$ cat src/inc/charge_time_cfg.svh
// Address map, bit positions and reset values of the charge time unit
`ifndef CHARGE_TIME_CFG_SVH
`define CHARGE_TIME_CFG_SVH
`define CT_A_CTRL 8'h00
`define CT_A_EDGE 8'h04
`define CT_A_STAT 8'h08
`define CT_A_MASK 8'h0C
`define CT_A_LIVE 8'h10
`define CT_B_EN 0
`define CT_B_HALT 1
`define CT_B_PULSE 2
`define CT_B_EDGEN 3
`define CT_B_SEQ 4
`define CT_B_GND 5
`define CT_B_F1 0
`define CT_B_F2 1
`define CT_E_EDGE1 0
`define CT_E_EDGE2 1
`define CT_E_TRIP 2
`define CT_L_SRC 0
`define CT_L_GND 1
`define CT_L_PULSE 2
`define CT_L_SLEEP 3
`define CT_L_IDLE 4
`define CT_RST_CTRL 6'h00
`define CT_RST_EVT 3'h0
`define CT_RESP_OK 2'h0
`define CT_RESP_ERR 2'h2
`define CT_ZERO32 32'h0000_0000
`endif

$ cat src/inc/charge_time_pkg.sv
// Types shared by the charge time unit modules
package charge_time_pkg;
  typedef enum logic {WR_IDLE, WR_RESP} wr_e;
  typedef struct packed {
    logic f1;
    logic f2;
  } flags_s;
  typedef struct packed {
    logic [5:0] ctrl;
    logic [2:0] stat;
    logic [2:0] mask;
    logic aw_got;
    logic [7:0] awaddr;
    logic w_got;
    logic [31:0] wdata;
    logic [3:0] wstrb;
    wr_e wr;
    logic bvalid;
    logic [1:0] bresp;
    logic rvalid;
    logic [31:0] rdata;
    logic [1:0] rresp;
    logic e1_d;
    logic e2_d;
    logic trip_d;
  } main_s;
endpackage : charge_time_pkg

$ cat src/inc/edge_flags_if.sv
// Signals between the control block and the edge flag holder
`timescale 1ns/1ps
interface edge_flags_if;
  logic wr;
  logic [1:0] wdata;
  logic ev1;
  logic ev2;
  logic seq_en;
  logic f1;
  logic f2;
  logic set1;
  logic set2;
  modport ctrl (output wr, wdata, ev1, ev2, seq_en, input f1, f2, set1, set2);
  modport flags (input wr, wdata, ev1, ev2, seq_en, output f1, f2, set1, set2);
endinterface : edge_flags_if

$ cat src/verilog/charge_time_unit.sv
// Charge time unit control with AXI4-Lite register slave
// Notes on behaviour
// - Setting the first edge flag starts charging and clearing it stops charging.
// - Charging starts at the first edge event and stops at the second edge event.
// - With the unit enabled, the ground control ties the source output to ground; it holds source_on off while it is set.
// - The delay pulse enable selects pulse mode with comparator 2 and its reference.
// - In pulse mode the output pulse starts on a clock edge; its end at comparator trip does not depend on the system clock.
// - In pulse mode the comparator trip ends the pulse on the pulse output pin.
// - Any sleep mode forces the current source off.
// - With idle halt clear the unit keeps running in Idle.
// - With idle halt set the source is disabled on Idle entry.
// - Any reset clears all control state, leaving the unit off.
`timescale 1ns/1ps
`include "charge_time_cfg.svh"
module charge_time_unit
  import charge_time_pkg::*;
(
  input wire logic clk,
  input wire logic rst,
  input wire logic [7:0] s_axi_awaddr,
  input wire logic s_axi_awvalid,
  output logic s_axi_awready,
  input wire logic [31:0] s_axi_wdata,
  input wire logic [3:0] s_axi_wstrb,
  input wire logic s_axi_wvalid,
  output logic s_axi_wready,
  output logic [1:0] s_axi_bresp,
  output logic s_axi_bvalid,
  input wire logic s_axi_bready,
  input wire logic [7:0] s_axi_araddr,
  input wire logic s_axi_arvalid,
  output logic s_axi_arready,
  output logic [31:0] s_axi_rdata,
  output logic [1:0] s_axi_rresp,
  output logic s_axi_rvalid,
  input wire logic s_axi_rready,
  input wire logic edge1_in,
  input wire logic edge2_in,
  input wire logic comparator_trip,
  input wire logic sleep_mode,
  input wire logic idle_mode,
  output logic source_on,
  output logic source_ground,
  output logic pulse_output_pin,
  output logic irq
);
  main_s st_r;
  main_s st_nxt;
  edge_flags_if fl ();

  logic unit_enable;
  logic idle_halt_select;
  logic delay_pulse_enable;
  logic edge_enable;
  logic seq_enable;
  logic source_ground_control;
  logic source_allowed;
  logic trip_rise;
  logic [2:0] events;
  logic wr_do;
  logic rd_do;
  logic [31:0] ctrl_word;
  logic [31:0] live_word;

  edge_flags u_flags (
    .clk(clk),
    .rst(rst),
    .fl(fl)
  );

  assign unit_enable = st_r.ctrl[`CT_B_EN];
  assign idle_halt_select = st_r.ctrl[`CT_B_HALT];
  assign delay_pulse_enable = st_r.ctrl[`CT_B_PULSE];
  assign edge_enable = st_r.ctrl[`CT_B_EDGEN];
  assign seq_enable = st_r.ctrl[`CT_B_SEQ];
  assign source_ground_control = st_r.ctrl[`CT_B_GND];

  assign source_allowed = ~sleep_mode & ~(idle_mode & idle_halt_select);

  assign source_on = unit_enable & fl.f1 & ~fl.f2 & source_allowed
                     & ~source_ground_control;

  assign source_ground = unit_enable & source_ground_control;

  assign pulse_output_pin = unit_enable & delay_pulse_enable & fl.f1 & ~fl.f2
                            & ~comparator_trip & source_allowed;

  // Comparator trip rise in pulse mode
  assign trip_rise = comparator_trip & ~st_r.trip_d & unit_enable
                     & delay_pulse_enable;

  assign fl.ev1 = unit_enable & edge_enable & edge1_in & ~st_r.e1_d;
  assign fl.ev2 = (unit_enable & edge_enable & edge2_in & ~st_r.e2_d) | trip_rise;
  assign fl.seq_en = seq_enable;

  assign events = {trip_rise, fl.set2, fl.set1};

  assign wr_do = st_r.aw_got & st_r.w_got & (st_r.wr == WR_IDLE);
  assign rd_do = s_axi_arvalid & ~st_r.rvalid;

  assign fl.wr = wr_do & (st_r.awaddr == `CT_A_EDGE) & st_r.wstrb[0];
  assign fl.wdata = st_r.wdata[1:0];

  // Handshake outputs
  assign s_axi_awready = ~st_r.aw_got;
  assign s_axi_wready = ~st_r.w_got;
  assign s_axi_arready = ~st_r.rvalid;
  assign s_axi_bvalid = st_r.bvalid;
  assign s_axi_bresp = st_r.bresp;
  assign s_axi_rvalid = st_r.rvalid;
  assign s_axi_rdata = st_r.rdata;
  assign s_axi_rresp = st_r.rresp;

  // Interrupt from masked sticky events
  assign irq = |(st_r.stat & st_r.mask);

  always_comb begin
    ctrl_word = `CT_ZERO32;
    ctrl_word[5:0] = st_r.ctrl;
    live_word = `CT_ZERO32;
    live_word[`CT_L_SRC] = source_on;
    live_word[`CT_L_GND] = source_ground;
    live_word[`CT_L_PULSE] = pulse_output_pin;
    live_word[`CT_L_SLEEP] = sleep_mode;
    live_word[`CT_L_IDLE] = idle_mode;
  end

  always_comb begin
    st_nxt = st_r;
    st_nxt.e1_d = edge1_in;
    st_nxt.e2_d = edge2_in;
    st_nxt.trip_d = comparator_trip;

    // Write address and data capture
    if (s_axi_awvalid & ~st_r.aw_got) begin
      st_nxt.aw_got = 1'b1;
      st_nxt.awaddr = s_axi_awaddr;
    end
    if (s_axi_wvalid & ~st_r.w_got) begin
      st_nxt.w_got = 1'b1;
      st_nxt.wdata = s_axi_wdata;
      st_nxt.wstrb = s_axi_wstrb;
    end

    // Write decode and response
    case (st_r.wr)
      WR_IDLE: begin
        if (wr_do) begin
          st_nxt.wr = WR_RESP;
          st_nxt.bvalid = 1'b1;
          st_nxt.bresp = `CT_RESP_OK;
          if (st_r.awaddr == `CT_A_CTRL) begin
            if (st_r.wstrb[0]) begin
              st_nxt.ctrl = st_r.wdata[5:0];
            end
          end else if (st_r.awaddr == `CT_A_MASK) begin
            if (st_r.wstrb[0]) begin
              st_nxt.mask = st_r.wdata[2:0];
            end
          end else if (st_r.awaddr == `CT_A_EDGE) begin
            st_nxt.bresp = `CT_RESP_OK;
          end else if (st_r.awaddr == `CT_A_STAT) begin
            st_nxt.bresp = `CT_RESP_OK;
          end else if (st_r.awaddr == `CT_A_LIVE) begin
            st_nxt.bresp = `CT_RESP_OK;
          end else begin
            st_nxt.bresp = `CT_RESP_ERR;
          end
        end
      end
      WR_RESP: begin
        if (s_axi_bready) begin
          st_nxt.wr = WR_IDLE;
          st_nxt.bvalid = 1'b0;
          st_nxt.aw_got = 1'b0;
          st_nxt.w_got = 1'b0;
        end
      end
      default: begin
        st_nxt.wr = WR_IDLE;
      end
    endcase

    // Read decode
    if (st_r.rvalid & s_axi_rready) begin
      st_nxt.rvalid = 1'b0;
    end
    if (rd_do) begin
      st_nxt.rvalid = 1'b1;
      st_nxt.rresp = `CT_RESP_OK;
      st_nxt.rdata = `CT_ZERO32;
      if (s_axi_araddr == `CT_A_CTRL) begin
        st_nxt.rdata = ctrl_word;
      end else if (s_axi_araddr == `CT_A_EDGE) begin
        st_nxt.rdata[`CT_B_F1] = fl.f1;
        st_nxt.rdata[`CT_B_F2] = fl.f2;
      end else if (s_axi_araddr == `CT_A_STAT) begin
        st_nxt.rdata[2:0] = st_r.stat;
        st_nxt.stat = `CT_RST_EVT;
      end else if (s_axi_araddr == `CT_A_MASK) begin
        st_nxt.rdata[2:0] = st_r.mask;
      end else if (s_axi_araddr == `CT_A_LIVE) begin
        st_nxt.rdata = live_word;
      end else begin
        st_nxt.rresp = `CT_RESP_ERR;
      end
    end

    // Sticky events, set wins over read clear
    st_nxt.stat = st_nxt.stat | events;
  end

  always_ff @(posedge clk) begin
    if (rst) begin
      st_r <= '0;
      st_r.ctrl <= `CT_RST_CTRL;
      st_r.stat <= `CT_RST_EVT;
      st_r.mask <= `CT_RST_EVT;
      st_r.wr <= WR_IDLE;
    end else begin
      st_r <= st_nxt;
    end
  end
endmodule : charge_time_unit

$ cat src/verilog/edge_flags.sv
// Holder of the first and second edge flags
`timescale 1ns/1ps
`include "charge_time_cfg.svh"
module edge_flags
  import charge_time_pkg::*;
(
  input wire logic clk,
  input wire logic rst,
  edge_flags_if.flags fl
);
  flags_s st_r;
  flags_s st_nxt;

  // Second edge waits for first when sequenced
  assign fl.set1 = fl.ev1;
  assign fl.set2 = fl.ev2 & (~fl.seq_en | st_r.f1);
  assign fl.f1 = st_r.f1;
  assign fl.f2 = st_r.f2;

  always_comb begin
    st_nxt = st_r;
    if (fl.wr) begin
      st_nxt.f1 = fl.wdata[`CT_B_F1];
      st_nxt.f2 = fl.wdata[`CT_B_F2];
    end
    if (fl.set1) begin
      st_nxt.f1 = 1'b1;
    end
    if (fl.set2) begin
      st_nxt.f2 = 1'b1;
    end
  end

  always_ff @(posedge clk) begin
    if (rst) begin
      st_r <= '0;
    end else begin
      st_r <= st_nxt;
    end
  end
endmodule : edge_flags
$ cat config.mk
export PLATFORM = sky130hd
export DESIGN_NAME = charge_time_unit
export DESIGN_NICKNAME = d
export VERILOG_FILES = /design/src/inc/charge_time_pkg.sv /design/src/inc/edge_flags_if.sv /design/src/verilog/charge_time_unit.sv /design/src/verilog/edge_flags.sv
export VERILOG_INCLUDE_DIRS = /design/src /design/src/inc
export SDC_FILE = /design/constraint.sdc
export NUM_CORES = 1
export LEC_CHECK = 0
export ABC_AREA = 1
export BUFFER_PORTS_ARGS = -buffer_cell sky130_fd_sc_hd__buf_4
export CAP_MARGIN = 10
export CORE_AREA = 2 2 91 58
export DETAILED_ROUTE_END_ITERATION = 8
export DIE_AREA = 0 0 93 60
export GPL_TIMING_DRIVEN = 0
export HOLD_SLACK_MARGIN = 0.12
export PLACE_DENSITY = 0.83
export SYNTH_ARGS = -nofsm -noshare
export SYNTH_HDL_FRONTEND = slang
export SYNTH_SLANG_ARGS = --single-unit
$ cat constraint.sdc
create_clock -name clk -period 3 [get_ports clk]
set_clock_uncertainty 0.15 [all_clocks]
set_input_delay 0.15 -clock clk [delete_from_list [all_inputs] [get_ports clk]]
set_output_delay 0.15 -clock clk [all_outputs]
set_load 0.02 [all_outputs]
======== Word level (Yosys, flattened, before mapping) ========
Cells that the tools add are included.
operators by class
  eq/ne operators ......................... 10
  multiplexer cells ....................... 36
  bitwise gates (word level) .............. 47
  reduce and logical (&&, ||, !) cells .... 10
operator list
  kind                  count
  $mux W37              1
  $mux W35              1
  $eq A8 B4 Y1 const B  4
  $mux W32              1
  $mux W2               15
  $and A1 B1 Y1         29
  $mux W3               7
  $eq A8 B3 Y1 const B  2
  $eq A8 B5 Y1 const B  2
  $logic_not A8 Y1      2
  $not A1 Y1            14
  $mux W9               1
  $mux W1               7
  $reduce_bool A2 Y1    3
  $mux W5               1
  $reduce_and A5 Y1     1
  $mux W4               1
  $ne A2 B2 Y1 const B  2
  $pmux W2 S2           1
  $reduce_and A2 Y1     2
  $reduce_and A4 Y1     1
  $and A3 B3 Y3         1
  $or A3 B3 Y3          1
  $reduce_or A3 Y1      1
  $or A1 B1 Y1          2
storage, ports and cells
  register bits after elaboration ......... 102
  input port bits ......................... 64
  output and inout port bits .............. 45
  logic and storage cells ................. 122

======== Longest topological paths before layout ========
  depth after elaboration ................. 11
  mapped depth ............................ 11
  gate-level depth less buffers ........... 11

======== Hierarchy ========
A second synthesis with hierarchy kept.
unflattened totals
  cells, all modules ...................... 328
  area total of the unflattened synthesis .. 2338.5 sq um
modules (own cells, without submodules)
  module            times used  cells an instance  area an instance (sq um)  seq. area each (sq um)
  charge_time_unit  1           311                2230.9                    860.8
  edge_flags        1           17                 107.6                     40.0

======== Least setup slack after synthesis ========
OpenSTA, ideal clock, no wires.
  path kind ............................... reg-to-reg
  from .................................... register st_r (netlist bit ctrl_word[0])
  to ...................................... register st_r (netlist bit s_axi_rdata[2])
  setup time .............................. 0.064 ns
  arrival ................................. 1.293 ns
  required time ........................... 2.786 ns
  path slack .............................. 1.493 ns
  cell stages (with the launch flop) ...... 7
  path buffers ............................ 0
  period minus slack after synthesis ...... 1.507 ns
  path through ............................ dfxtp_1 -> nand4_1 -> nor3_1 -> nand2_1 -> nand3_1 -> nor2_1 -> nor2_1
between the ends
  word-level cells in the longest chain between the ends .. 10
ends and longest elaborated chain
  item                        RTL line                 RTL
  start: declaration          charge_time_unit.sv:47   main_s st_r;
  start signal: assignment    charge_time_unit.sv:221  st_r <= st_nxt;
  $and A1 B1 Y1 (3 in a row)  charge_time_unit.sv:85   assign pulse_output_pin = unit_enable & delay_pulse_enable & fl.f1 & ~fl.f2
  $and A1 B1 Y1 (2 in a row)  charge_time_unit.sv:86   & ~comparator_trip & source_allowed;
  named net pulse_output_pin  charge_time_unit.sv:44   output logic pulse_output_pin,
  $mux W5                     charge_time_unit.sv:202  end else if (s_axi_araddr == `CT_A_LIVE) begin
  $mux W3                     charge_time_unit.sv:200  end else if (s_axi_araddr == `CT_A_MASK) begin
  $mux W3                     charge_time_unit.sv:197  end else if (s_axi_araddr == `CT_A_STAT) begin
  $mux W3                     charge_time_unit.sv:194  end else if (s_axi_araddr == `CT_A_EDGE) begin
  $mux W32                    charge_time_unit.sv:192  if (s_axi_araddr == `CT_A_CTRL) begin
The timed path passes the listed nets, and every way through them passes these cells.
A chain may end at the register's enable or synchronous reset.

======== Final worst setup path ========
  from .................................... input sleep_mode
  to ...................................... output pulse_output_pin
between the ends
  word-level cells in the longest chain between the ends .. 3
ends and longest elaborated chain
  item                RTL line                RTL
  start: declaration  charge_time_unit.sv:40  input wire logic sleep_mode,
  $not A1 Y1          charge_time_unit.sv:78  assign source_allowed = ~sleep_mode & ~(idle_mode & idle_halt_select);
  $and A1 B1 Y1       charge_time_unit.sv:78
  $and A1 B1 Y1       charge_time_unit.sv:86
  end: declaration    charge_time_unit.sv:44
No other way between the ends.

==> results.ini <==
[sta]
final.min_clock_period_ns=1.827
rsz0062_at_grt=false
tns_ns=0
period_share_pct=60.90
report.final.slew_viol_count=0
fmax_mhz=547.4
setup_viol=0
tightest_slew_ns=0.5090
final-hold-violation-count=0
max_slew_margin_pct=66.07

[placement]
gp_congestion=0.8927
place_inst=473
portBuffers=51
place_hpwl_um=4285

[cts]
cts_tree=yes
cts_made_buffers=5
clock_sinks=45
path_clk_slew_ns=0.08
htreeDepth=2
cts_setup_buffers=0
cts_root_buf=clkbuf_8
cts_max_path_buffers=2
clk_latency_ns=0.30
cts.repair.resized=0

[pwr]
p_leak_uw=0.001635
cellPowerDensity_nw_per_um2=403.5
vdd_ir_drop_max_uv=352.7

[global_route]
grt_pass1_wl_um=9390
grt_pass1_vias=2086
grt-ovfl-total=0
grt_start_max_net_pins=15
grtUsageTotal_pct=21.63
antenna_found_initial=0

[layout]
final_nets=505
drive_gt1_share_pct=24.21
antenna_cells=0
area_growth_pct=40.27
final_cells=508

[critical_path]
cp-end-kind=primary output
crit_path_max_fanout=2
cp_common_cell=buf_4
critPathTopFamily=buffers and inverters
crit_buf_inv=3
critPathRequiredTime_ns=2.70
path_cells=dlygate4sd3_1 > buf_4 > nor2_1 > nand4_1 > nor3_1 > buf_4
critPathMaxStageDelay_ns=0.54
crit_type=in -> out
cp_slowest_cell=dlygate4sd3_1
cp.arrival_ns=1.53
worst_setup_path_start_kind=primary input

[yosys]
synth_warnings=0
syn_avg_cell_area_um2=6.979
yosys.area_share.simple_pct=27.96
syn_inst=329
seq_area_frac_synth_pct=39.24
netlist_area_um2=2296
synthMuxAreaShare_pct=0
synth_top_family_by_area=simple AND/OR/NAND/NOR gates
synthAdderAreaFrac_pct=0
synth-compound-area-share_pct=12.97
ys_seq_elements=45
ys_types=27
synth_xor_area_share_pct=0

[run_status]
status=finished, final reports clean

[floorplan]
start_util_pct=47.79
die_y_um=60
ios=109
dieArea_um2=5580
rows=20
die_w_um=93
core-area_um2=4805

[worst_hold_path]
hp-class=in -> reg

[drt]
wl_per_cell_um=11.36
route.detailed.drc=0
drtIter0Drc=247
antenna_left=0
wl_um=5772
via_per_inst=4.539
vias=2306
drt_first_pass_iters=7

[job]
cap_violations=0

==> registers in the layout, indices dropped and copies added (netlist names) <==
register and cells:
s_axi_rdata 6, ctrl_word 6, st_r 25, u_flags.fl.f2 1, s_axi_bresp 1, s_axi_rresp 1, s_axi_bvalid 1, fl.wdata 2
s_axi_rvalid 1, u_flags.fl.f1 1
==> power by group <==
part           total (uW)  switching [uW]  internal, uW
sequential            647            19.8           627
combinational         276             146           130
clock                 376             212           164
==> worst register-to-register path, cell delays in order (launching register included) <==
cell and delay (ns):
dfxtp_1 0.39, nand2_1 0.09, nor2_2 0.17, inv_2 0.07, nor2_4 0.10, inv_2 0.09
nor2_4 0.17, inv_2 0.11, o21ai_1 0.17, a21oi_1 0.06
==> layer usage <==
layer	up-vias	share of wire [%]	GRT usage (%)
li1	1197	-	-
met1	1007	47	30.40
met2	94	43	33.85
met3	8	8.9	5.170
met4	0	1.1	5.462
met5	-	0	0
==> cells in the mapped netlist <==
cell type	count	area (um^2)
clkbuf_1	4	15.01
nor2_4	3	33.78
o21bai_1	1	7.510
nand3_1	20	100.1
o21ai_1	3	15.01
nand2_1	50	187.7
o31ai_1	1	7.510
nor2_2	2	12.51
nand3_4	1	17.52
inv_1	36	135.1
or3_1	1	6.260
o21a_1	1	7.510
o21ai_0	26	130.1
nor2_8	1	20.02
conb_1	1	3.750
buf_2	1	5.000
clkinv_1	2	7.510
o211ai_1	4	30.03
dfxtp_1	45	900.9
and2_1	1	6.260
nor2_1	58	217.7
nand4_1	3	18.77
buf_4	37	277.8
a21oi_1	20	100.1
nand2_2	1	6.260
inv_2	3	11.26
nor3_1	3	15.01
==> what timing repair did <==
action,in CTS,in global routing
endpoints found under the hold margin,27,0
hold buffers,27,0
setup endpoints to repair,0,0
==> cell type report <==
cell class | count | area [um^2]
plain buffers | 42 | 297.8
clock inverters | 2 | 15.01
flip-flops and latches | 45 | 900.9
repair buffers | 78 | 653.1
inverters | 41 | 153.9
clock buffers | 6 | 72.57
well taps | 66 | 82.58
fillers | 418 | 1584
multi-input cells | 228 | 1045
==> cell usage in the layout (no fill, tap or decap) <==
master         instances
o21bai_1               1
nand2_2                1
nor3_1                 3
buf_4                 88
clkinv_1               2
dfxtp_1               45
o21a_1                 1
nor2_2                 2
inv_2                  3
nor2_4                 3
dlygate4sd3_1         27
inv_1                 36
or3_1                  1
o21ai_0               26
clkbuf_1               5
nand3_4                1
nand2_1               50
nor2_1                58
conb_1                28
clkbuf_8               5
clkinvlp_4             2
o21ai_1                3
o31ai_1                1
and2_1                 1
buf_2                  1
o211ai_1               4
nand3_1               20
nand4_1                3
nor2_8                 1
a21oi_1               20
==> kinds of logic after synthesis <==
kind of cell | after synthesis
AOI/OAI and AO/OA | 56
buffers and inverters | 83
DFF | 45
other | 1
and+or+nand+nor | 144
==> per-stage QoR <==
step / setup slack (ns) / total power (uW) / util [%] / hold slack, ns / area (um^2)
2_1_floorplan: 1.493 / 824.1 / - / 0.1217 / 2397
3_3_place_gp: 1.464 / 897.7 / 59.58 / 0.2202 / 2863
3_5_place_dp: 1.399 / 902.9 / 59.58 / 0.2273 / 2863
4_1_cts: 1.192 / 1294 / 67.03 / 0.1225 / 3221
5_1_grt: 0.9893 / 1358 / 67.03 / 0.1695 / 3221
6_report: 1.173 / 1300 / 67.03 / 0.1293 / 3221
==> final timing paths <==
path / start / end / slack (ns) / depth (start not counted)
worst max-delay path: sleep_mode / pulse_output_pin / 1.17 / 6
worst min-delay path: s_axi_arvalid / s_axi_rresp[1] / 0.13 / 4
worst max register to register: st_r[87] / ctrl_word[1] / 1.33 / 9
worst min register to register: s_axi_rresp[1] / s_axi_rresp[1] / 0.33 / 2
Power figures use the tool's default switching activity.
